[config.mk]
export PLATFORM = sky130hd
export DESIGN_NAME = msf_flag_bank
export DESIGN_NICKNAME = d
export VERILOG_FILES = /design/src/shared/msf_pkg.sv /design/src/rtl/msf_flag_bank.sv
export SDC_FILE = /design/constraint.sdc
export NUM_CORES = 1
export LEC_CHECK = 0
export BUFFER_PORTS_ARGS = -buffer_cell sky130_fd_sc_hd__buf_4
export CORE_MARGIN = 5
export CORE_UTILIZATION = 36
export CTS_CLUSTER_DIAMETER = 40
export DETAILED_ROUTE_END_ITERATION = 16
export GPL_ROUTABILITY_DRIVEN = 0
export PLACE_DENSITY = 0.63
export RECOVER_POWER = 50
export SYNTH_ARGS = -nofsm -noshare
export SYNTH_HDL_FRONTEND = slang
export SYNTH_SLANG_ARGS = --single-unit
[constraint.sdc]
create_clock -name pclk -period 3.4 [get_ports pclk]
set_input_delay 0.85 -clock pclk [delete_from_list [all_inputs] [get_ports pclk]]
set_output_delay 0.85 -clock pclk [all_outputs]
set_load 0.01 [all_outputs]
[src/shared/msf_pkg.sv]
// package: constants, types and register map for the motion status flag bank
package msf_pkg;

    // ------------------------------------------------------------
    // clock and timing
    // ------------------------------------------------------------
    localparam int CLK_HZ = 20000000;
    localparam int MAIN_SCAN_US = 100;
    localparam int MAIN_SCAN_CYC = (MAIN_SCAN_US * (CLK_HZ / 1000000) < 1) ? 1 : MAIN_SCAN_US * (CLK_HZ / 1000000);
    localparam logic [15:0] DECEL_CYC_RST = 16'h0010;

    // ------------------------------------------------------------
    // register offsets (byte addresses)
    // ------------------------------------------------------------
    localparam logic [7:0] OFS_FLAGS = 8'h00;
    localparam logic [7:0] OFS_CTRL = 8'h04;
    localparam logic [7:0] OFS_DECEL = 8'h08;
    localparam logic [7:0] OFS_TEST_INFO = 8'h0c;
    localparam logic [7:0] OFS_WDT_CAUSE = 8'h10;
    localparam logic [7:0] OFS_HW_INFO_LO = 8'h14;
    localparam logic [7:0] OFS_HW_INFO_HI = 8'h18;
    localparam logic [7:0] OFS_AMP_MAP = 8'h1c;
    localparam logic [7:0] OFS_FEED = 8'h20;
    localparam logic [7:0] OFS_IRQ_STAT = 8'h24;
    localparam logic [7:0] OFS_IRQ_EN = 8'h28;
    localparam logic [7:0] OFS_IRQ_CLR = 8'h2c;

    // ------------------------------------------------------------
    // flag register bit positions
    // ------------------------------------------------------------
    localparam int BIT_READY = 0;
    localparam int BIT_TEST = 1;
    localparam int BIT_FSTOP = 2;
    localparam int BIT_SCOPE = 3;
    localparam int BIT_TEST_ERR = 4;
    localparam int BIT_WDT = 5;
    localparam int BIT_HW_ERR = 6;
    localparam int BIT_SP_ERR = 7;
    localparam int BIT_SERVO_ON = 8;
    localparam int BIT_SERVO_ERR = 9;

    // interrupt event bits
    localparam int EV_READY = 0;
    localparam int EV_TEST_ERR = 1;
    localparam int EV_WDT = 2;
    localparam int EV_FSTOP = 3;
    localparam int EV_SERVO_ERR = 4;
    localparam int EV_N = 5;

    localparam logic [31:0] RD_UNMAPPED = 32'h0000_0000;

    // readiness sequence states
    typedef enum logic [1:0] {
        RDY_IDLE = 2'b00,
        RDY_CHECK = 2'b01,
        RDY_DONE = 2'b10
    } msf_rdy_e;

    // emergency stop sequence states
    typedef enum logic [1:0] {
        ES_IDLE = 2'b00,
        ES_DECEL = 2'b01,
        ES_HOLD = 2'b10
    } msf_es_e;

    // events the system side reports to the bank
    typedef struct packed {
        logic test_mode;
        logic test_req;
        logic test_refused;
        logic scope_run;
        logic wdt_detect;
        logic [7:0] wdt_cause;
        logic sp_bad;
        logic [31:0] axis_busy;
    } msf_sys_s;

    // results of the checks done outside the bank
    typedef struct packed {
        logic param_ok;
        logic [31:0] axis_used;
        logic [31:0] amp_present;
        logic [5:0] hw_sel_bad;
        logic [47:0] hw_err_detail;
    } msf_chk_s;

endpackage : msf_pkg

[src/rtl/msf_flag_bank.sv]
// design: positioning status flag bank with apb registers and interrupt
//
// Contract
// - on ready request rise, check parameters; set ready flag only when no error
// - readiness sequence sends servo parameters to amplifiers and clears m-codes
// - ready flag drops whenever the ready request drops
// - test mode flag high exactly while test mode is in effect
// - refused test mode request sets the test request error flag
// - test request error stores per-axis busy details in one info word
// - forced stop flag is low while external stop input is active
// - forced stop during motion keeps feed advancing and clears servo-on command
// - after decel time the feed value returns to its value at stop start
// - forced stop released before decel time elapses raises a servo error
// - scope running flag is 1 while scope runs, 0 when stopped
// - watchdog detection sets watchdog flag and stores its cause code
// - watchdog error stops all axes at once without a ramp
// - handwheel error flag follows validity of six selects, details recorded
// - servo program error flag high when positioning data is abnormal
// - at reset record per axis amplifier presence for used axes
//
// Design decisions made here: the APB interface to the registers and the register offsets.
`timescale 1ns/1ns
module msf_flag_bank
    import msf_pkg::*;
(
    input wire logic pclk,
    input wire logic presetn,
    input wire logic psel,
    input wire logic penable,
    input wire logic pwrite,
    input wire logic [7:0] paddr,
    input wire logic [31:0] pwdata,
    output logic [31:0] prdata,
    output logic pready,
    output logic pslverr,
    input wire logic controller_ready_request,
    input wire logic forced_stop_in,
    input wire msf_sys_s sys_in,
    input wire msf_chk_s chk_in,
    input wire logic positioning_active,
    input wire logic [31:0] feed_advance,
    output logic proc_ready_flag,
    output logic servo_param_xfer,
    output logic mcode_clear,
    output logic all_axes_servo_on_cmd,
    output logic immediate_stop,
    output logic [31:0] feed_value,
    output logic irq
);

    // ------------------------------------------------------------
    // pin synchronisers: three stages, change taken when 2 and 3 agree
    // ------------------------------------------------------------
    logic [2:0] rdy_sync_ff, nxt_rdy_sync;
    logic [2:0] fs_sync_ff, nxt_fs_sync;
    logic rdy_q_ff, nxt_rdy_q;
    logic fs_q_ff, nxt_fs_q;

    always_comb begin
        nxt_rdy_sync = {rdy_sync_ff[1:0], controller_ready_request};
        nxt_fs_sync = {fs_sync_ff[1:0], forced_stop_in};
        nxt_rdy_q = (rdy_sync_ff[1] == rdy_sync_ff[2]) ? rdy_sync_ff[2] : rdy_q_ff;
        nxt_fs_q = (fs_sync_ff[1] == fs_sync_ff[2]) ? fs_sync_ff[2] : fs_q_ff;
    end

    always_ff @(posedge pclk or negedge presetn) begin
        if (!presetn) begin
            rdy_sync_ff <= 3'h0;
            fs_sync_ff <= 3'h0;
            rdy_q_ff <= 1'b0;
            fs_q_ff <= 1'b0;
        end else begin
            rdy_sync_ff <= nxt_rdy_sync;
            fs_sync_ff <= nxt_fs_sync;
            rdy_q_ff <= nxt_rdy_q;
            fs_q_ff <= nxt_fs_q;
        end
    end

    // ------------------------------------------------------------
    // main scan tick and live state
    // ------------------------------------------------------------
    logic [15:0] scan_cnt_ff, nxt_scan_cnt;
    logic scan_tick;
    msf_rdy_e rdy_st_ff, nxt_rdy_st;
    msf_es_e es_st_ff, nxt_es_st;
    logic [15:0] es_cnt_ff, nxt_es_cnt;
    logic [31:0] feed_ff, nxt_feed;
    logic [31:0] feed_snap_ff, nxt_feed_snap;
    logic servo_on_ff, nxt_servo_on;
    logic servo_err_ff, nxt_servo_err;
    logic err_clr_ff, nxt_err_clr;
    logic wdt_live_ff, nxt_wdt_live;
    logic [7:0] wdt_cause_ff, nxt_wdt_cause;
    logic test_err_live_ff, nxt_test_err_live;
    logic [31:0] test_info_ff, nxt_test_info;
    logic [47:0] hw_info_ff, nxt_hw_info;
    logic [31:0] amp_map_ff, nxt_amp_map;
    logic amp_taken_ff, nxt_amp_taken;
    logic ready_live_ff, nxt_ready_live;
    logic [9:0] flags_ff, nxt_flags;
    logic [15:0] decel_ff, nxt_decel;

    assign scan_tick = (scan_cnt_ff == 16'(MAIN_SCAN_CYC - 1));

    // readiness sequence: checks run on the request edge, ready drops at once
    always_comb begin
        nxt_rdy_st = rdy_st_ff;
        nxt_ready_live = ready_live_ff;
        servo_param_xfer = 1'b0;
        mcode_clear = 1'b0;
        case (rdy_st_ff)
            RDY_IDLE: begin
                if (rdy_q_ff) begin
                    nxt_rdy_st = RDY_CHECK;
                end
            end
            RDY_CHECK: begin
                nxt_rdy_st = RDY_DONE;
                if (chk_in.param_ok) begin
                    servo_param_xfer = 1'b1;
                    mcode_clear = 1'b1;
                    nxt_ready_live = 1'b1;
                end
            end
            RDY_DONE: begin
                nxt_rdy_st = RDY_DONE;
            end
            default: begin
                nxt_rdy_st = RDY_IDLE;
            end
        endcase
        if (!rdy_q_ff) begin
            nxt_rdy_st = RDY_IDLE;
            nxt_ready_live = 1'b0;
        end
    end

    // emergency stop: feed keeps moving for the decel time, then snaps back
    always_comb begin
        nxt_es_st = es_st_ff;
        nxt_es_cnt = es_cnt_ff;
        nxt_feed = feed_ff;
        nxt_feed_snap = feed_snap_ff;
        nxt_servo_on = servo_on_ff;
        nxt_servo_err = err_clr_ff ? 1'b0 : servo_err_ff; // a release below still wins
        if (positioning_active && !wdt_live_ff) begin
            nxt_feed = feed_ff + feed_advance;
        end
        case (es_st_ff)
            ES_IDLE: begin
                nxt_servo_on = ready_live_ff;
                if (fs_q_ff && positioning_active) begin
                    nxt_es_st = ES_DECEL;
                    nxt_es_cnt = decel_ff;
                    nxt_feed_snap = feed_ff;
                    nxt_servo_on = 1'b0;
                end else if (fs_q_ff) begin
                    nxt_servo_on = 1'b0;
                end
            end
            ES_DECEL: begin
                nxt_servo_on = 1'b0;
                nxt_feed = feed_ff + feed_advance;
                if (!fs_q_ff) begin
                    nxt_servo_err = 1'b1;
                    nxt_es_st = ES_IDLE;
                end else if (es_cnt_ff <= 16'h0001) begin
                    nxt_feed = feed_snap_ff;
                    nxt_es_st = ES_HOLD;
                end else begin
                    nxt_es_cnt = es_cnt_ff - 16'h0001;
                end
            end
            ES_HOLD: begin
                nxt_servo_on = 1'b0;
                nxt_feed = feed_ff;
                if (!fs_q_ff) begin
                    nxt_es_st = ES_IDLE;
                end
            end
            default: begin
                nxt_es_st = ES_IDLE;
            end
        endcase
        if (wdt_live_ff) begin
            nxt_feed = feed_ff;
            nxt_servo_on = 1'b0;
        end
    end

    // capture of error details, presence map and watchdog cause
    always_comb begin
        nxt_scan_cnt = scan_tick ? 16'h0000 : scan_cnt_ff + 16'h0001;
        nxt_wdt_live = wdt_live_ff;
        nxt_wdt_cause = wdt_cause_ff;
        nxt_test_err_live = test_err_live_ff;
        nxt_test_info = test_info_ff;
        nxt_hw_info = hw_info_ff;
        nxt_amp_map = amp_map_ff;
        nxt_amp_taken = 1'b1;
        if (!amp_taken_ff) begin
            nxt_amp_map = chk_in.axis_used & chk_in.amp_present;
        end
        if (sys_in.wdt_detect && !wdt_live_ff) begin
            nxt_wdt_live = 1'b1;
            nxt_wdt_cause = sys_in.wdt_cause;
        end
        if (sys_in.test_req) begin
            nxt_test_err_live = sys_in.test_refused;
            if (sys_in.test_refused) begin
                nxt_test_info = sys_in.axis_busy;
            end
        end
        if (|chk_in.hw_sel_bad) begin
            nxt_hw_info = chk_in.hw_err_detail;
        end
    end

    // published flags refresh on the scan tick so a read is coherent; the ready bit clears at once
    always_comb begin
        nxt_flags = flags_ff;
        if (scan_tick) begin
            nxt_flags[BIT_READY] = ready_live_ff;
            nxt_flags[BIT_TEST] = sys_in.test_mode;
            nxt_flags[BIT_FSTOP] = ~fs_q_ff;
            nxt_flags[BIT_SCOPE] = sys_in.scope_run;
            nxt_flags[BIT_TEST_ERR] = test_err_live_ff;
            nxt_flags[BIT_WDT] = wdt_live_ff;
            nxt_flags[BIT_HW_ERR] = |chk_in.hw_sel_bad;
            nxt_flags[BIT_SP_ERR] = sys_in.sp_bad;
            nxt_flags[BIT_SERVO_ON] = servo_on_ff;
            nxt_flags[BIT_SERVO_ERR] = servo_err_ff;
        end
        if (!ready_live_ff) begin
            nxt_flags[BIT_READY] = 1'b0;
        end
    end

    // ------------------------------------------------------------
    // apb slave and interrupt registers
    // ------------------------------------------------------------
    logic [EV_N-1:0] irq_stat_ff, nxt_irq_stat;
    logic [EV_N-1:0] irq_en_ff, nxt_irq_en;
    logic [EV_N-1:0] events;
    logic [31:0] prdata_ff, nxt_prdata;
    logic wr_acc;
    logic rd_acc;
    logic addr_ok;

    assign wr_acc = psel && penable && pwrite;
    assign rd_acc = psel && !penable && !pwrite;
    assign pready = 1'b1;
    assign pslverr = psel && penable && !addr_ok;

    // true for every mapped register word
    function automatic logic is_mapped(input logic [7:0] a);
        is_mapped = (a[1:0] == 2'b00) && (a <= OFS_IRQ_CLR);
    endfunction : is_mapped

    assign addr_ok = is_mapped(paddr);

    assign events[EV_READY] = ready_live_ff && !flags_ff[BIT_READY] && scan_tick;
    assign events[EV_TEST_ERR] = nxt_test_err_live && !test_err_live_ff;
    assign events[EV_WDT] = nxt_wdt_live && !wdt_live_ff;
    assign events[EV_FSTOP] = nxt_es_st == ES_DECEL && es_st_ff != ES_DECEL;
    assign events[EV_SERVO_ERR] = nxt_servo_err && !servo_err_ff;

    // register writes; a new event beats a clear in the same cycle
    always_comb begin
        nxt_irq_en = irq_en_ff;
        nxt_decel = decel_ff;
        nxt_err_clr = 1'b0;
        nxt_irq_stat = irq_stat_ff;
        if (wr_acc && paddr == OFS_IRQ_EN) begin
            nxt_irq_en = pwdata[EV_N-1:0];
        end
        if (wr_acc && paddr == OFS_DECEL) begin
            nxt_decel = pwdata[15:0];
        end
        if (wr_acc && paddr == OFS_CTRL) begin
            nxt_err_clr = pwdata[0];
        end
        if (wr_acc && paddr == OFS_IRQ_CLR) begin
            nxt_irq_stat = irq_stat_ff & ~pwdata[EV_N-1:0];
        end
        nxt_irq_stat = nxt_irq_stat | events;
    end

    // read mux, captured in setup so data stands from the access phase
    always_comb begin
        nxt_prdata = prdata_ff;
        if (rd_acc) begin
            case (paddr)
                OFS_FLAGS: nxt_prdata = {22'h0, flags_ff};
                OFS_DECEL: nxt_prdata = {16'h0, decel_ff};
                OFS_TEST_INFO: nxt_prdata = test_info_ff;
                OFS_WDT_CAUSE: nxt_prdata = {24'h0, wdt_cause_ff};
                OFS_HW_INFO_LO: nxt_prdata = hw_info_ff[31:0];
                OFS_HW_INFO_HI: nxt_prdata = {16'h0, hw_info_ff[47:32]};
                OFS_AMP_MAP: nxt_prdata = amp_map_ff;
                OFS_FEED: nxt_prdata = feed_ff;
                OFS_IRQ_STAT: nxt_prdata = {27'h0, irq_stat_ff};
                OFS_IRQ_EN: nxt_prdata = {27'h0, irq_en_ff};
                default: nxt_prdata = RD_UNMAPPED;
            endcase
        end
    end

    // ------------------------------------------------------------
    // registers
    // ------------------------------------------------------------
    always_ff @(posedge pclk or negedge presetn) begin
        if (!presetn) begin
            scan_cnt_ff <= 16'h0000;
            rdy_st_ff <= RDY_IDLE;
            es_st_ff <= ES_IDLE;
            es_cnt_ff <= 16'h0000;
            feed_ff <= 32'h0000_0000;
            feed_snap_ff <= 32'h0000_0000;
            servo_on_ff <= 1'b0;
            servo_err_ff <= 1'b0;
            wdt_live_ff <= 1'b0;
            wdt_cause_ff <= 8'h00;
            test_err_live_ff <= 1'b0;
            test_info_ff <= 32'h0000_0000;
            hw_info_ff <= 48'h0000_0000_0000;
            amp_map_ff <= 32'h0000_0000;
            amp_taken_ff <= 1'b0;
            ready_live_ff <= 1'b0;
            flags_ff <= 10'h000;
            decel_ff <= DECEL_CYC_RST;
            irq_stat_ff <= 5'h00;
            irq_en_ff <= 5'h00;
            prdata_ff <= 32'h0000_0000;
            err_clr_ff <= 1'b0;
        end else begin
            scan_cnt_ff <= nxt_scan_cnt;
            rdy_st_ff <= nxt_rdy_st;
            es_st_ff <= nxt_es_st;
            es_cnt_ff <= nxt_es_cnt;
            feed_ff <= nxt_feed;
            feed_snap_ff <= nxt_feed_snap;
            servo_on_ff <= nxt_servo_on;
            servo_err_ff <= nxt_servo_err;
            wdt_live_ff <= nxt_wdt_live;
            wdt_cause_ff <= nxt_wdt_cause;
            test_err_live_ff <= nxt_test_err_live;
            test_info_ff <= nxt_test_info;
            hw_info_ff <= nxt_hw_info;
            amp_map_ff <= nxt_amp_map;
            amp_taken_ff <= nxt_amp_taken;
            ready_live_ff <= nxt_ready_live;
            flags_ff <= nxt_flags;
            decel_ff <= nxt_decel;
            irq_stat_ff <= nxt_irq_stat;
            irq_en_ff <= nxt_irq_en;
            prdata_ff <= nxt_prdata;
            err_clr_ff <= nxt_err_clr;
        end
    end

    // outputs
    assign prdata = prdata_ff;
    assign proc_ready_flag = flags_ff[BIT_READY];
    assign all_axes_servo_on_cmd = servo_on_ff;
    assign immediate_stop = wdt_live_ff;
    assign feed_value = feed_ff;
    assign irq = |(irq_stat_ff & irq_en_ff);

endmodule : msf_flag_bank

[Yosys cells after proc, flatten, opt, wreduce, memory -nomap -nowiden]
Index checks and enable logic that the tools add are counted.
Word-level totals
  flip-flop bits (word level): 303
  bits of input ports: 245
  output and inout bits: 72
  word-level logic and storage cells: 143
Operators by class
  add/sub/neg operators: 3
  magnitude comparators: 2
  equal/unequal tests: 26
  muxes and demuxes: 35
  bitwise gates (word level): 8
  reduce and logical (&&, ||, !) cells: 42
Operator list (count)
  case mux 32 bit (10 select lines): 1
  two-way mux 32 bit: 3
  two-way mux 16 bit: 4
  case mux 32 bit (2 select lines): 1
  adder 32 bit: 1
  bitwise AND 32 bit: 1
  == test 8 x 5 -> 1 bit, second input constant: 4
  == test 8 x 6 -> 1 bit, second input constant: 4
  case mux 16 bit (2 select lines): 1
  logical AND 1 bit: 19
  adder 16 x 1 -> 16 bit, second input constant: 1
  == test 16 x 11 -> 1 bit, second input constant: 1
  == test 8 x 4 -> 1 bit, second input constant: 2
  <= comparator 16 x 1 -> 1 bit, second input constant: 1
  two-way mux 1 bit: 16
  subtractor 16 x 1 -> 16 bit, second input constant: 1
  bitwise AND 5 bit: 2
  two-way mux 2 bit: 5
  != test 2 bit, second input constant: 5
  == test 8 x 3 -> 1 bit, second input constant: 1
  <= comparator 8 x 6 -> 1 bit, second input constant: 1
  zero test 8 bit: 1
  zero test 1 bit: 7
  == test 2 x 1 -> 1 bit, second input constant: 3
  19 further kinds: 30

[Logic depth before layout (Yosys ltp)]
Gate-level depths: netlist of run 1.
  depth in word-level cells: 7
  mapped depth: 12

[Least setup slack after synthesis of run 1]
Ideal clock, no wire load.
  kind: input to register
  start: input feed_advance[0]
  end: register feed_ff[28], in the netlist feed_value[28]
  setup time: 128 ps
  arrival time: 2790 ps
  slack: 482 ps
  stages: 12
  buffers on the path: 0
  cells stage by stage: ha_1 > inv_1 > fa_1 > nor2b_1 > o211a_1 > o2111ai_1 > nand3_1 > a21o_1 > a21boi_1 > o31ai_1 > mux2i_1 > nand3_1
On the way
  longest elaborated chain between the ends: 4
  elaborated cells on any way between the ends: 5
  those cells by class: add/sub: 1; mux: 4
Ends and longest elaborated chain
  start, declared: line msf_flag_bank.sv:41  | input wire logic [31:0] feed_advance,
  adder 32 bit (*): line msf_flag_bank.sv:148, msf_flag_bank.sv:164
  two-way mux 32 bit: line msf_flag_bank.sv:168  | end else if (es_cnt_ff <= 16'h0001) begin
  two-way mux 32 bit: line msf_flag_bank.sv:165  | if (!fs_q_ff) begin
  case mux 32 bit (2 select lines) (*): line msf_flag_bank.sv:150  | case (es_st_ff)
  end signal, assigned: line msf_flag_bank.sv:342  | feed_ff <= nxt_feed;
  end, declared: line msf_flag_bank.sv:88  | logic [31:0] feed_ff, nxt_feed;
Mark *: on every way between the ends. The rest lies on a longest branch, timed or not. The select of a mux whose other input is x is not followed.
A chain may end at the register's enable or synchronous reset.

[Worst setup path after layout of run 1]
  start: register feed_ff[0], in the netlist feed_value[0]
  end: register feed_ff[28], in the netlist feed_value[28]
On the way
  longest elaborated chain between the ends: 4
  elaborated cells on any way between the ends: 5
  those cells by class: add/sub: 1; mux: 4
Ends and longest elaborated chain (line)
  adder 32 bit (*): msf_flag_bank.sv:148, msf_flag_bank.sv:164
  two-way mux 32 bit: msf_flag_bank.sv:168
  two-way mux 32 bit: msf_flag_bank.sv:165
  case mux 32 bit (2 select lines) (*): msf_flag_bank.sv:150
Marks and branches as above.

==> results.json, run 1 <==
{
  "outcome": "finished with violations",
  "violations": "max-capacitance violations, max-slew violations",
  "synth_warnings": 0,
  "fin_util_pct": 47.3,
  "intPower_mw": 7.98,
  "reg2reg_depth": 12,
  "cp-startpoint": "feed_value[0]$_DFFE_PN0P_",
  "cts_tree": "built",
  "area_growth_pct": 29.6,
  "rsz0062_at_grt": "false",
  "skew_ns": 0.0161,
  "timing_max_transition_violations_final": 90,
  "wirelength_met1_um": 19400,
  "final_cells": 2303,
  "rr_startpoint": "feed_value[0]$_DFFE_PN0P_",
  "p_sw_share_pct": 29.5,
  "wl_per_cell_um": 20.7,
  "hold_class": "register to register",
  "setup-tns-final_ns": 0,
  "met3WireLength_um": 3800,
  "firstDrtPassIters": 7,
  "die-area_mm2": 0.0457,
  "cts_resized": 0,
  "routed_wirelength_um": 47700,
  "cts_made_buffers": 46,
  "die_h_um": 214,
  "grt-ovfl-total": 0,
  "place_inst": 2216,
  "combPwrFrac_pct": 18.2,
  "synth-seq-area-share_pct": 50.7,
  "cp_data_required_time_ns": 3.84,
  "period_share_pct": 88.6,
  "ios": 317,
  "syn_avg_cell_area_um2": 10.5,
  "via_per_inst": 5.36,
  "finalPower_mw": 11.3,
  "netlist_area_mm2": 0.0149,
  "crit_end": "feed_value[28]$_DFFE_PN0P_",
  "grt_max_degree": 85,
  "r2r_end": "feed_value[28]$_DFFE_PN0P_",
  "dp_hpwl_um": 35400,
  "finalHoldViolCount": 0,
  "drc": 0,
  "fmax_mhz": 332,
  "layout-drive-gt1-share_pct": 33.3,
  "num-nets-final": 2018,
  "postCtsSetupBuffers": 0,
  "postCtsHoldBufs": 0,
  "io_buffers": 299,
  "drtAntennaViolNets": 0,
  "crit_path_end_kind": "register",
  "antenna_found_initial": 3,
  "grt_pass1_wl_um": 71900,
  "synth_area_leader_cell": "dfrtp_1",
  "slew_headroom_pct": -65.6,
  "wl_met2_um": 23000,
  "synth_compound_area_share_pct": 15.9,
  "worstMarginPinSlew_ns": 2.48,
  "cts-root-buf": "clkbuf_16",
  "finalSetupViolCount": 0,
  "power.switching_mw": 3.34,
  "synth_seq_cells": 303,
  "yosys.area.top_type_share_pct": 50.6,
  "synth_top_family_by_area": "compound AO/OA/AOI/OAI gates",
  "synthMuxAreaShare_pct": 12.7,
  "pwr-share-clk_pct": 42.3,
  "core_area_mm2": 0.0409,
  "yosysUniqueCellTypes": 73,
  "vdd_ir_drop_max_uv": 317,
  "clk_pin_slew_ns": 0.06,
  "die_w_um": 214,
  "cts.path.max_buffers": 3,
  "synth_ff_type": "dfrtp_1",
  "worst_slack_ns": 0.387,
  "power.density_mw_per_mm2": 584,
  "fin_crit_ns": 3.01,
  "pwr-share-seq_pct": 39.5,
  "maxUsedRoutingLayer": "met5",
  "synth-edff-count": 0,
  "htreeDepth": 2,
  "worst-path-max-fanout": 5,
  "synth-xor-area-share_pct": 2.23,
  "track_usage_pct": 20.4,
  "dpl_worst_slack_ns": 0.104,
  "rrSetupSlack_ns": 0.39,
  "start_util_pct": 36.5,
  "cap_violations": 2,
  "path_class": "register to register",
  "synthCells": 1429,
  "async_flop_share_pct": 100,
  "vias": 12300,
  "cp.arrival_ns": 3.45,
  "synthTopCellsByArea": "dfrtp_1, mux2_2, nand2_1",
  "drt_iter0_markers": 943,
  "p_leak_nw": 8.95,
  "crit_path_start_kind": "register",
  "synthAdderAreaFrac_pct": 3.62,
  "synth-simple-area-share_pct": 11.7,
  "rows": 74,
  "clock-sinks": 303,
  "clock_latency_ns": 0.56,
  "grt_pass1_vias": 12600
}
==> registers in the layout (all words and copies together), names as in the netlist, 2 cells and up <==
register      flops
decel_ff         16
irq_stat_ff       5
amp_map_ff       32
feed_value       32
rdy_sync_ff       3
irq_en_ff         5
es_cnt_ff        16
feed_snap_ff     32
prdata           32
scan_cnt_ff      16
rdy_st_ff         2
fs_sync_ff        3
test_info_ff     32
flags_ff         10
wdt_cause_ff      8
hw_info_ff       48
es_st_ff          2
==> power by group through the flow <==
| stage | clock network [mW] | registers (mW) | logic [mW] |
|---|---|---|---|
| CTS | 4.88 | 4.48 | 2.08 |
| finish | 4.78 | 4.47 | 2.06 |
| floorplan | 0 | 4.43 | 1.26 |
| global placement | 0 | 4.51 | 2.01 |
| detailed placement | 0 | 4.53 | 2.07 |
| global route | 5.04 | 4.54 | 2.30 |
==> placed cells by master (no fill, tap or decap), types with 5 or more instances in the layout <==
cell / count
inv_8: 5
a21o_1: 14
o21ai_0: 95
buf_4: 320
nor3_1: 13
a31oi_1: 31
o211ai_1: 5
clkbuf_16: 47
inv_1: 26
xor2_1: 19
xnor2_1: 19
nand4_1: 7
inv_6: 6
dfrtp_1: 301
clkinvlp_4: 5
clkbuf_8: 5
nor2_1: 106
o31ai_1: 5
a221oi_1: 20
nor2b_1: 9
clkinv_4: 6
o21ai_1: 6
and2_1: 5
or3_1: 7
o22ai_1: 6
o21bai_1: 6
clkinv_2: 7
nand2_1: 173
ha_1: 40
a21oi_1: 101
mux2_2: 153
a22o_1: 8
and3_1: 11
a22oi_1: 40
mux2i_1: 18
nand3_1: 31
a32o_1: 6
==> synth_stat cells (4+ instances only) <==
cell type,count
dfrtp_1,302
nand2_1,174
mux2_2,153
nor2_1,108
a21oi_1,101
o21ai_0,95
clkbuf_1,54
a22oi_1,40
ha_1,40
a31oi_1,31
nand3_1,31
inv_1,26
a221oi_1,20
xnor2_1,19
xor2_1,19
mux2i_1,18
a21o_1,14
nor3_1,13
and3_1,11
buf_2,10
nor2b_1,9
a22o_1,8
and2_1,8
nand4_1,7
or3_1,7
a32o_1,6
buf_6,6
o21ai_1,6
o21bai_1,6
o22ai_1,6
buf_1,5
o211ai_1,5
o31ai_1,5
nand2b_1,4
nor4_1,4
o21a_1,4
==> worst max-delay path, stage by stage, from the launching register on <==
cell	delay, ns
dfrtp_1	0.53
ha_1	0.23
inv_1	0.06
fa_1	0.37
nor2b_1	0.20
o211a_1	0.18
o2111ai_1	0.13
nand3_1	0.21
a21o_1	0.17
a21boi_1	0.13
o31ai_1	0.35
mux2i_1	0.23
nand3_1	0.08
==> final cells by class <==
cell class	count	area (µm²)
timing repair buffer	332	2510
antenna	2	5.00
sequential	303	7580
fill	3812	21500
tap	532	666
multi-input combinational	1023	6940
inverter	26	97.6
clock inverter	32	324
clock buffer	53	1250
==> stage by stage <==
| step | cell area (µm²) | hold WS [ns] |
|---|---|---|
| after global routing | 19400 | 0.347 |
| final | 19400 | 0.345 |
| after global placement | 17800 | 0.340 |
| after detailed placement | 17800 | 0.339 |
| after floorplan | 15000 | 0.331 |
| after CTS | 19400 | 0.207 |
==> metal layers <==
layer,global-route usage [%],up-vias
met5,0,-
met4,7.28,2
met3,5.57,87
met2,33.7,426
met1,25.9,6056
li1,-,5767
==> kinds of logic (layout without fill, tap and decap cells) <==
| logic type | after synthesis | in the layout |
|---|---|---|
| fa+ha+maj | 43 | 43 |
| simple gates | 393 | 393 |
| buf+inv | 104 | 443 |
| xor+xnor | 38 | 38 |
| compound gates | 376 | 376 |
| flops | 303 | 303 |
| mux | 171 | 171 |
| other cells | 1 | 4 |
==> worst min path at each step <==
stage	from	end	slack (ns)	cells past startpoint
after floorplan	fs_sync_ff[0]$_DFF_PN0_	fs_sync_ff[1]$_DFF_PN0_	0.33	0
after global placement	rdy_sync_ff[0]$_DFF_PN0_	rdy_sync_ff[1]$_DFF_PN0_	0.34	0
after detailed placement	fs_sync_ff[0]$_DFF_PN0_	fs_sync_ff[1]$_DFF_PN0_	0.34	0
after CTS	presetn	rdy_st_ff[0]$_DFF_PN0_	0.21	1
after global routing	rdy_sync_ff[0]$_DFF_PN0_	rdy_sync_ff[1]$_DFF_PN0_	0.35	0
final	fs_sync_ff[0]$_DFF_PN0_	fs_sync_ff[1]$_DFF_PN0_	0.34	0
No activity file was read; power rests on OpenSTA's default activity.
==> run 2, diff against run 1 <==
--- a/config.mk
+++ b/config.mk
@@ -5,13 +5,14 @@
 export SDC_FILE = /design/constraint.sdc
 export NUM_CORES = 1
 export LEC_CHECK = 0
+export ABC_AREA = 1
 export BUFFER_PORTS_ARGS = -buffer_cell sky130_fd_sc_hd__buf_4
 export CORE_MARGIN = 5
 export CORE_UTILIZATION = 36
 export CTS_CLUSTER_DIAMETER = 40
 export DETAILED_ROUTE_END_ITERATION = 16
 export GPL_ROUTABILITY_DRIVEN = 0
-export PLACE_DENSITY = 0.63
+export PLACE_DENSITY = 0.62
 export RECOVER_POWER = 50
 export SYNTH_ARGS = -nofsm -noshare
 export SYNTH_HDL_FRONTEND = slang
==> constraint.sdc (replaced) <==
create_clock -name pclk -period 3.4 [get_ports pclk]
set_input_delay 0.51 -clock pclk [delete_from_list [all_inputs] [get_ports pclk]]
set_output_delay 0.51 -clock pclk [all_outputs]
set_load 0.01 [all_outputs]
==> run 2 against run 1 <==
Effect of this change: the flow still finishes with violations (max-capacitance violations, max-slew violations); worst setup slack gained 0.30 ns; power shrank 2.5%; critical path depth shrank 3; core utilization shrank 1.2 points; clock power shrank 5.0%; fmax grew 11%; cell area grew 5.6%; critical path type unchanged; critical endpoint is now es_cnt_ff[11]$_DFFE_PN0P_.
==> results.json, run 2 <==
{
  "outcome": "finished with violations",
  "violations": "max-capacitance violations, max-slew violations",
  "power.density_mw_per_mm2": 539,
  "antenna_found_initial": 1,
  "cp.arrival_ns": 3.16,
  "synth-seq-area-share_pct": 47.0,
  "hold_ws_ns": 0.104,
  "setup-tns-final_ns": 0,
  "fin_util_pct": 46.2,
  "worst-path-max-fanout": 22,
  "yosys.area.top_type_share_pct": 46.8,
  "cp_data_required_time_ns": 3.85,
  "layout_commonest_cell": "nand2_1",
  "grt_max_degree": 80,
  "crit_path_start_kind": "register",
  "area_growth_pct": 26.8,
  "syn_avg_cell_area_um2": 7.64,
  "finalSetupViolCount": 0,
  "dp_hpwl_um": 40600,
  "cap_violations": 2,
  "num-nets-final": 2699,
  "vdd_ir_drop_max_uv": 264,
  "cts.path.max_buffers": 3,
  "rows": 77,
  "die-area_mm2": 0.0492,
  "grt_pass1_wl_um": 83200,
  "cts_tree": "built",
  "cts_resized": 0,
  "die_h_um": 222,
  "synthCells": 2112,
  "top_register": "hw_info_ff",
  "synth_commonest_cells": "nand2_1, inv_1, dfrtp_1",
  "via_per_inst": 4.92,
  "async_flop_share_pct": 100,
  "crit_path_end_kind": "register",
  "synthTopCellsByArea": "dfrtp_1, nand2_1, inv_1",
  "io_buffers": 299,
  "filler_cell_count": 4463,
  "hold_class": "input pin to register",
  "worstMarginPinSlew_ns": 2.10,
  "grt-ovfl-total": 0,
  "vias": 15000,
  "max_stage_delay_ns": 0.71,
  "worst_slack_ns": 0.692,
  "yosysMostFrequentCell": "nand2_1",
  "track_usage_pct": 21.2,
  "place_inst": 2959,
  "crit_chain": "clkbuf_1, nand2_1, inv_1, nor2_1, nor2_1, nand2_1, inv_1, o21ai_0, o22ai_1",
  "start_util_pct": 36.4,
  "cts-root-buf": "clkbuf_16",
  "clock-sinks": 303,
  "skew_ns": 0.0164,
  "grt_pass1_vias": 15000,
  "ios": 317,
  "dpl_worst_slack_ns": 0.762,
  "wl_per_cell_um": 17.6,
  "netlist_area_mm2": 0.0161,
  "synth_warnings": 0,
  "layout-drive-gt1-share_pct": 18.7,
  "synth_seq_cells": 303,
  "synth_area_leader_cell": "dfrtp_1",
  "synth-edff-count": 0,
  "largest_reg_flops": 48,
  "firstDrtPassIters": 7,
  "timing_max_transition_violations_final": 115,
  "slew_headroom_pct": -40.0,
  "core_area_mm2": 0.0443,
  "yosysUniqueCellTypes": 54,
  "path_class": "register to register",
  "p_leak_nw": 10.9,
  "rsz0062_at_grt": "false",
  "fmax_mhz": 369,
  "cp_slowest_cell": "clkbuf_1",
  "finalHoldViolCount": 0,
  "postCtsHoldBufs": 1,
  "die_w_um": 222,
  "critPathTopFamily": "buffers and inverters",
  "period_share_pct": 79.6,
  "drc": 0,
  "drt_iter0_markers": 1193,
  "cts_made_buffers": 43,
  "clock_latency_ns": 0.54,
  "drtAntennaViolNets": 0,
  "cp.buffers_inverters": 3,
  "htreeDepth": 2,
  "fin_crit_ns": 2.71,
  "synth_ff_type": "dfrtp_1",
  "clk_pin_slew_ns": 0.05,
  "routed_wirelength_um": 53300,
  "postCtsSetupBuffers": 0,
  "final_cells": 3038,
  "final_cell_mix": "nand2_1, inv_1, buf_4"
}
run 2: changes by cell type in the layout (fill, tap and decap cells not counted), moves of 40 or more:
cell / change
mux2_2: -111
o22ai_1: +41
o21ai_0: +68
nand2_1: +528
inv_1: +289
nand3_1: +74
a22oi_1: -40
a21oi_1: -48
run 2: worst register-to-register path, delay by kind of cell, from the launching register on:
family,cells,cell delay [ns]
DFF,1,0.33
AOI/OAI and AO/OA,2,0.33
buffers and inverters,3,1.41
and+or+nand+nor,4,0.54
run 2: metal layers:
| metal | share of wire [%] | track usage [%] | routed length (µm) | up-vias |
|---|---|---|---|---|
| li1 | - | - | - | 7316 |
| met1 | 43 | 28.8 | 23100 | 7015 |
| met2 | 46 | 34.1 | 24300 | 508 |
| met3 | 7.5 | 4.24 | 4020 | 111 |
| met4 | 3.5 | 7.14 | 1870 | 0 |
| met5 | 0 | 0 | 0 | - |
run 2: per-stage QoR:
stage	power, mW	area, µm²
3_3_place_gp	6.46	19000
3_5_place_dp	6.53	19000
2_1_floorplan	5.69	16100
4_1_cts	11.1	20500
5_1_grt	11.6	20500
6_report	11.0	20500
run 2: cell type report:
type / instances / area, µm² / area share (%)
well taps: 592 / 741 / 3.62
clock inverters: 23 / 290 / 1.42
multi-input cells: 1420 / 7040 / 34.4
flip-flops and latches: 303 / 7580 / 37.1
clock buffers: 54 / 1160 / 5.66
diodes: 1 / 2.50 / 0.0122
repair buffers: 323 / 2440 / 11.9
inverters: 322 / 1210 / 5.91
run 2: final timing paths:
kind | slack (ns) | depth (start not counted) | endpoint | start
max | 0.69 | 9 | es_cnt_ff[11]$_DFFE_PN0P_ | fs_q_ff$_DFFE_PN0N_
min | 0.10 | 1 | rdy_sync_ff[0]$_DFF_PN0_ | controller_ready_request
max reg2reg | 0.69 | 9 | es_cnt_ff[11]$_DFFE_PN0P_ | fs_q_ff$_DFFE_PN0N_
min reg2reg | 0.35 | 0 | fs_sync_ff[1]$_DFF_PN0_ | fs_sync_ff[0]$_DFF_PN0_
max in group asynchronous | 0.85 | 3 | decel_ff[4]$_DFFE_PN1P_ | presetn
min in group asynchronous | 1.09 | 2 | scan_cnt_ff[6]$_DFF_PN0_ | presetn
run 2: power breakdown:
part           internal, mW  switching, mW  leakage [nW]
Clock                  2.82           1.72         0.706
Combinational         0.837           1.35          6.50
Sequential             4.03          0.276          3.74
run 2: cells by family (layout without fill, tap and decap cells):
logic type | Yosys count | in the layout | share of synthesized area (%)
xor+xnor | 22 | 22 | 1.19
simple gates | 1002 | 1002 | 25.5
compound gates | 309 | 309 | 10.7
mux | 42 | 42 | 2.93
other cells | 1 | 3 | 0.0232
buf+inv | 390 | 722 | 9.39
fa+ha+maj | 43 | 43 | 3.35
flops | 303 | 303 | 47.0
==> run 3, diff against run 2 <==
--- a/config.mk
+++ b/config.mk
@@ -12,7 +12,7 @@
 export CTS_CLUSTER_DIAMETER = 40
 export DETAILED_ROUTE_END_ITERATION = 16
 export GPL_ROUTABILITY_DRIVEN = 0
-export PLACE_DENSITY = 0.62
+export PLACE_DENSITY = 0.64
 export RECOVER_POWER = 50
 export SYNTH_ARGS = -nofsm -noshare
 export SYNTH_HDL_FRONTEND = slang
==> constraint.sdc (replaced) <==
create_clock -name pclk -period 2.2 [get_ports pclk]
set_input_delay 0.33 -clock pclk [delete_from_list [all_inputs] [get_ports pclk]]
set_output_delay 0.33 -clock pclk [all_outputs]
set_load 0.01 [all_outputs]
==> run 3 against run 2 <==
Effect of this change: the flow now finishes without violations; die area is the same; hold slack lost 0.085 ns; sequential share of layout area fell by 1.5 points; critical path type unchanged; highest routed layer unchanged.
==> results.json, run 3 (synthesis gave the netlist of run 2 again) <==
{
  "dp_hpwl_um": 41700,
  "r2r_end": "feed_value[27]$_DFFE_PN0P_",
  "rsz0062_at_grt": "false",
  "cts-root-buf": "clkbuf_16",
  "finalSetupViolCount": 0,
  "rrSetupSlack_ns": 0.13,
  "outcome": "complete, no violations",
  "die-area_mm2": 0.0492,
  "layout-drive-gt1-share_pct": 20.5,
  "core_area_mm2": 0.0443,
  "top_register": "hw_info_ff",
  "drc": 0,
  "layout_commonest_cell": "nand2_1",
  "cts.path.max_buffers": 3,
  "start_util_pct": 36.4,
  "cts_made_buffers": 41,
  "antenna_found_initial": 0,
  "holdPathStages": 3,
  "crit_path_end_kind": "register",
  "finalHoldViolCount": 0,
  "wl_per_cell_um": 17.5,
  "hold_start": "chk_in[11]",
  "rows": 77,
  "fmax_mhz": 483,
  "grt_pass1_vias": 15500,
  "skew_ns": 0.0111,
  "cap_violations": 0,
  "clock-sinks": 303,
  "routed_wirelength_um": 54600,
  "grt_max_degree": 85,
  "firstDrtPassIters": 6,
  "largest_reg_flops": 48,
  "num-nets-final": 2780,
  "via_per_inst": 4.95,
  "area_growth_pct": 32.0,
  "reg2reg_depth": 12,
  "place_area_mm2": 0.0195,
  "htreeDepth": 2,
  "path_class": "register to register",
  "filler_cell_count": 4316,
  "min_delay_worst_endpoint": "hw_info_ff[11]$_DFFE_PN0P_",
  "io_buffers": 299,
  "fin_crit_ns": 2.07,
  "worst-path-max-fanout": 4,
  "die_w_um": 222,
  "fin_util_pct": 48.1,
  "slew_headroom_pct": 20.0,
  "drt_iter0_markers": 1332,
  "cts_tree": "built",
  "grt_pass1_wl_um": 85500,
  "stdcell_area_mm2": 0.0213,
  "clock_latency_ns": 0.54,
  "final_cell_mix": "nand2_1, buf_4, inv_1",
  "crit_path_start_kind": "register",
  "timing_max_transition_violations_final": 0,
  "drtAntennaViolNets": 0,
  "hold_class": "input pin to register",
  "track_usage_pct": 21.6,
  "grt-ovfl-total": 0,
  "worstMarginPinSlew_ns": 1.20,
  "period_share_pct": 94.1,
  "ios": 317,
  "vdd_ir_drop_max_uv": 439,
  "power.density_mw_per_mm2": 804,
  "clk_pin_slew_ns": 0.06,
  "cp_data_required_time_ns": 2.63,
  "setup-tns-final_ns": 0,
  "die_h_um": 222,
  "p_leak_nw": 11.3,
  "num_antenna_cells": 0,
  "vias": 15400,
  "cp.arrival_ns": 2.50,
  "rr_startpoint": "feed_value[6]$_DFFE_PN0P_"
}
==> run 3: cell count changes in the layout (fill, tap and decap cells not counted), sizes merged <==
cell	delta
buf	+44
dlygate4sd3	+35
diode	-1
inv	-5
clkbuf	-3
clkinvlp	+5
clkinv	+4
==> run 3: area by class of cell <==
cell class	instances	area, µm²	share of cell area, %
timing repair buffer	404	3210	15.1
sequential	303	7580	35.6
tap	592	741	3.48
inverter	322	1210	5.70
clock inverter	25	313	1.47
clock buffer	49	1110	5.20
timing repair inverter	2	15.0	0.0705
multi-input combinational	1420	7120	33.4
==> run 3: what timing repair did <==
item                                   4_1_cts  5_1_grt
setup endpoints to repair                    1       42
pin swaps                                    0        0
endpoints found under the hold margin       73        0
resized for setup                            3       19
setup buffers                                0        4
cloned                                       0        2
hold buffers                                36        0
==> run 3: metal layers <==
layer	global-route usage (%)	vias up	wire length [µm]
met4	6.58	0	1670
met3	3.30	102	3600
met5	0	-	0
li1	-	7473	-
met2	36.5	567	25900
met1	28.7	7299	23400
==> run 3: worst max-delay path: stages, from the launching register on <==
cell and delay (ns):
dfrtp_1 0.43, ha_2 0.40, nand2_1 0.09, nor2_1 0.09, nand3_1 0.07, nand2_1 0.15
nand2_1 0.08, nand2_1 0.18, nand2_1 0.11, nand3_1 0.10, nand3_1 0.13, nand2_1 0.09
nand2_1 0.05
==> run 3: power breakdown <==
part           internal, mW  switching (mW)
Clock                  4.24            2.58
Sequential             6.23           0.412
Combinational          1.45            2.21
Total                  11.9            5.21
==> run 3: worst max path at each step <==
stage                          startpoint                    endpoint  slack, ns  depth (start not counted)
2_1_floorplan   feed_value[0]$_DFFE_PN0P_  feed_value[16]$_DFFE_PN0P_       0.32                         13
3_3_place_gp              feed_advance[0]  feed_value[28]$_DFFE_PN0P_      0.003                         14
3_5_place_dp     es_cnt_ff[0]$_DFFE_PN0P_   es_cnt_ff[11]$_DFFE_PN0P_     -0.008                         13
4_1_cts          es_cnt_ff[0]$_DFFE_PN0P_   es_cnt_ff[11]$_DFFE_PN0P_       0.03                         13
5_1_grt        feed_value[21]$_DFFE_PN0P_  feed_value[31]$_DFFE_PN0P_      0.009                         13
6_report        feed_value[6]$_DFFE_PN0P_  feed_value[27]$_DFFE_PN0P_       0.13                         12
==> run 3: metrics by stage <==
stage	hold WS [ns]	power, mW	setup WS [ns]	std cells
floorplan	0.0344	8.79	0.323	2113
global placement	0.251	10.1	0.00251	3001
detailed placement	0.252	10.2	-0.00838	3001
CTS	0.000884	17.2	0.0289	3111
global route	0.00867	18.0	0.00949	3117
finish	0.0186	17.1	0.131	3117
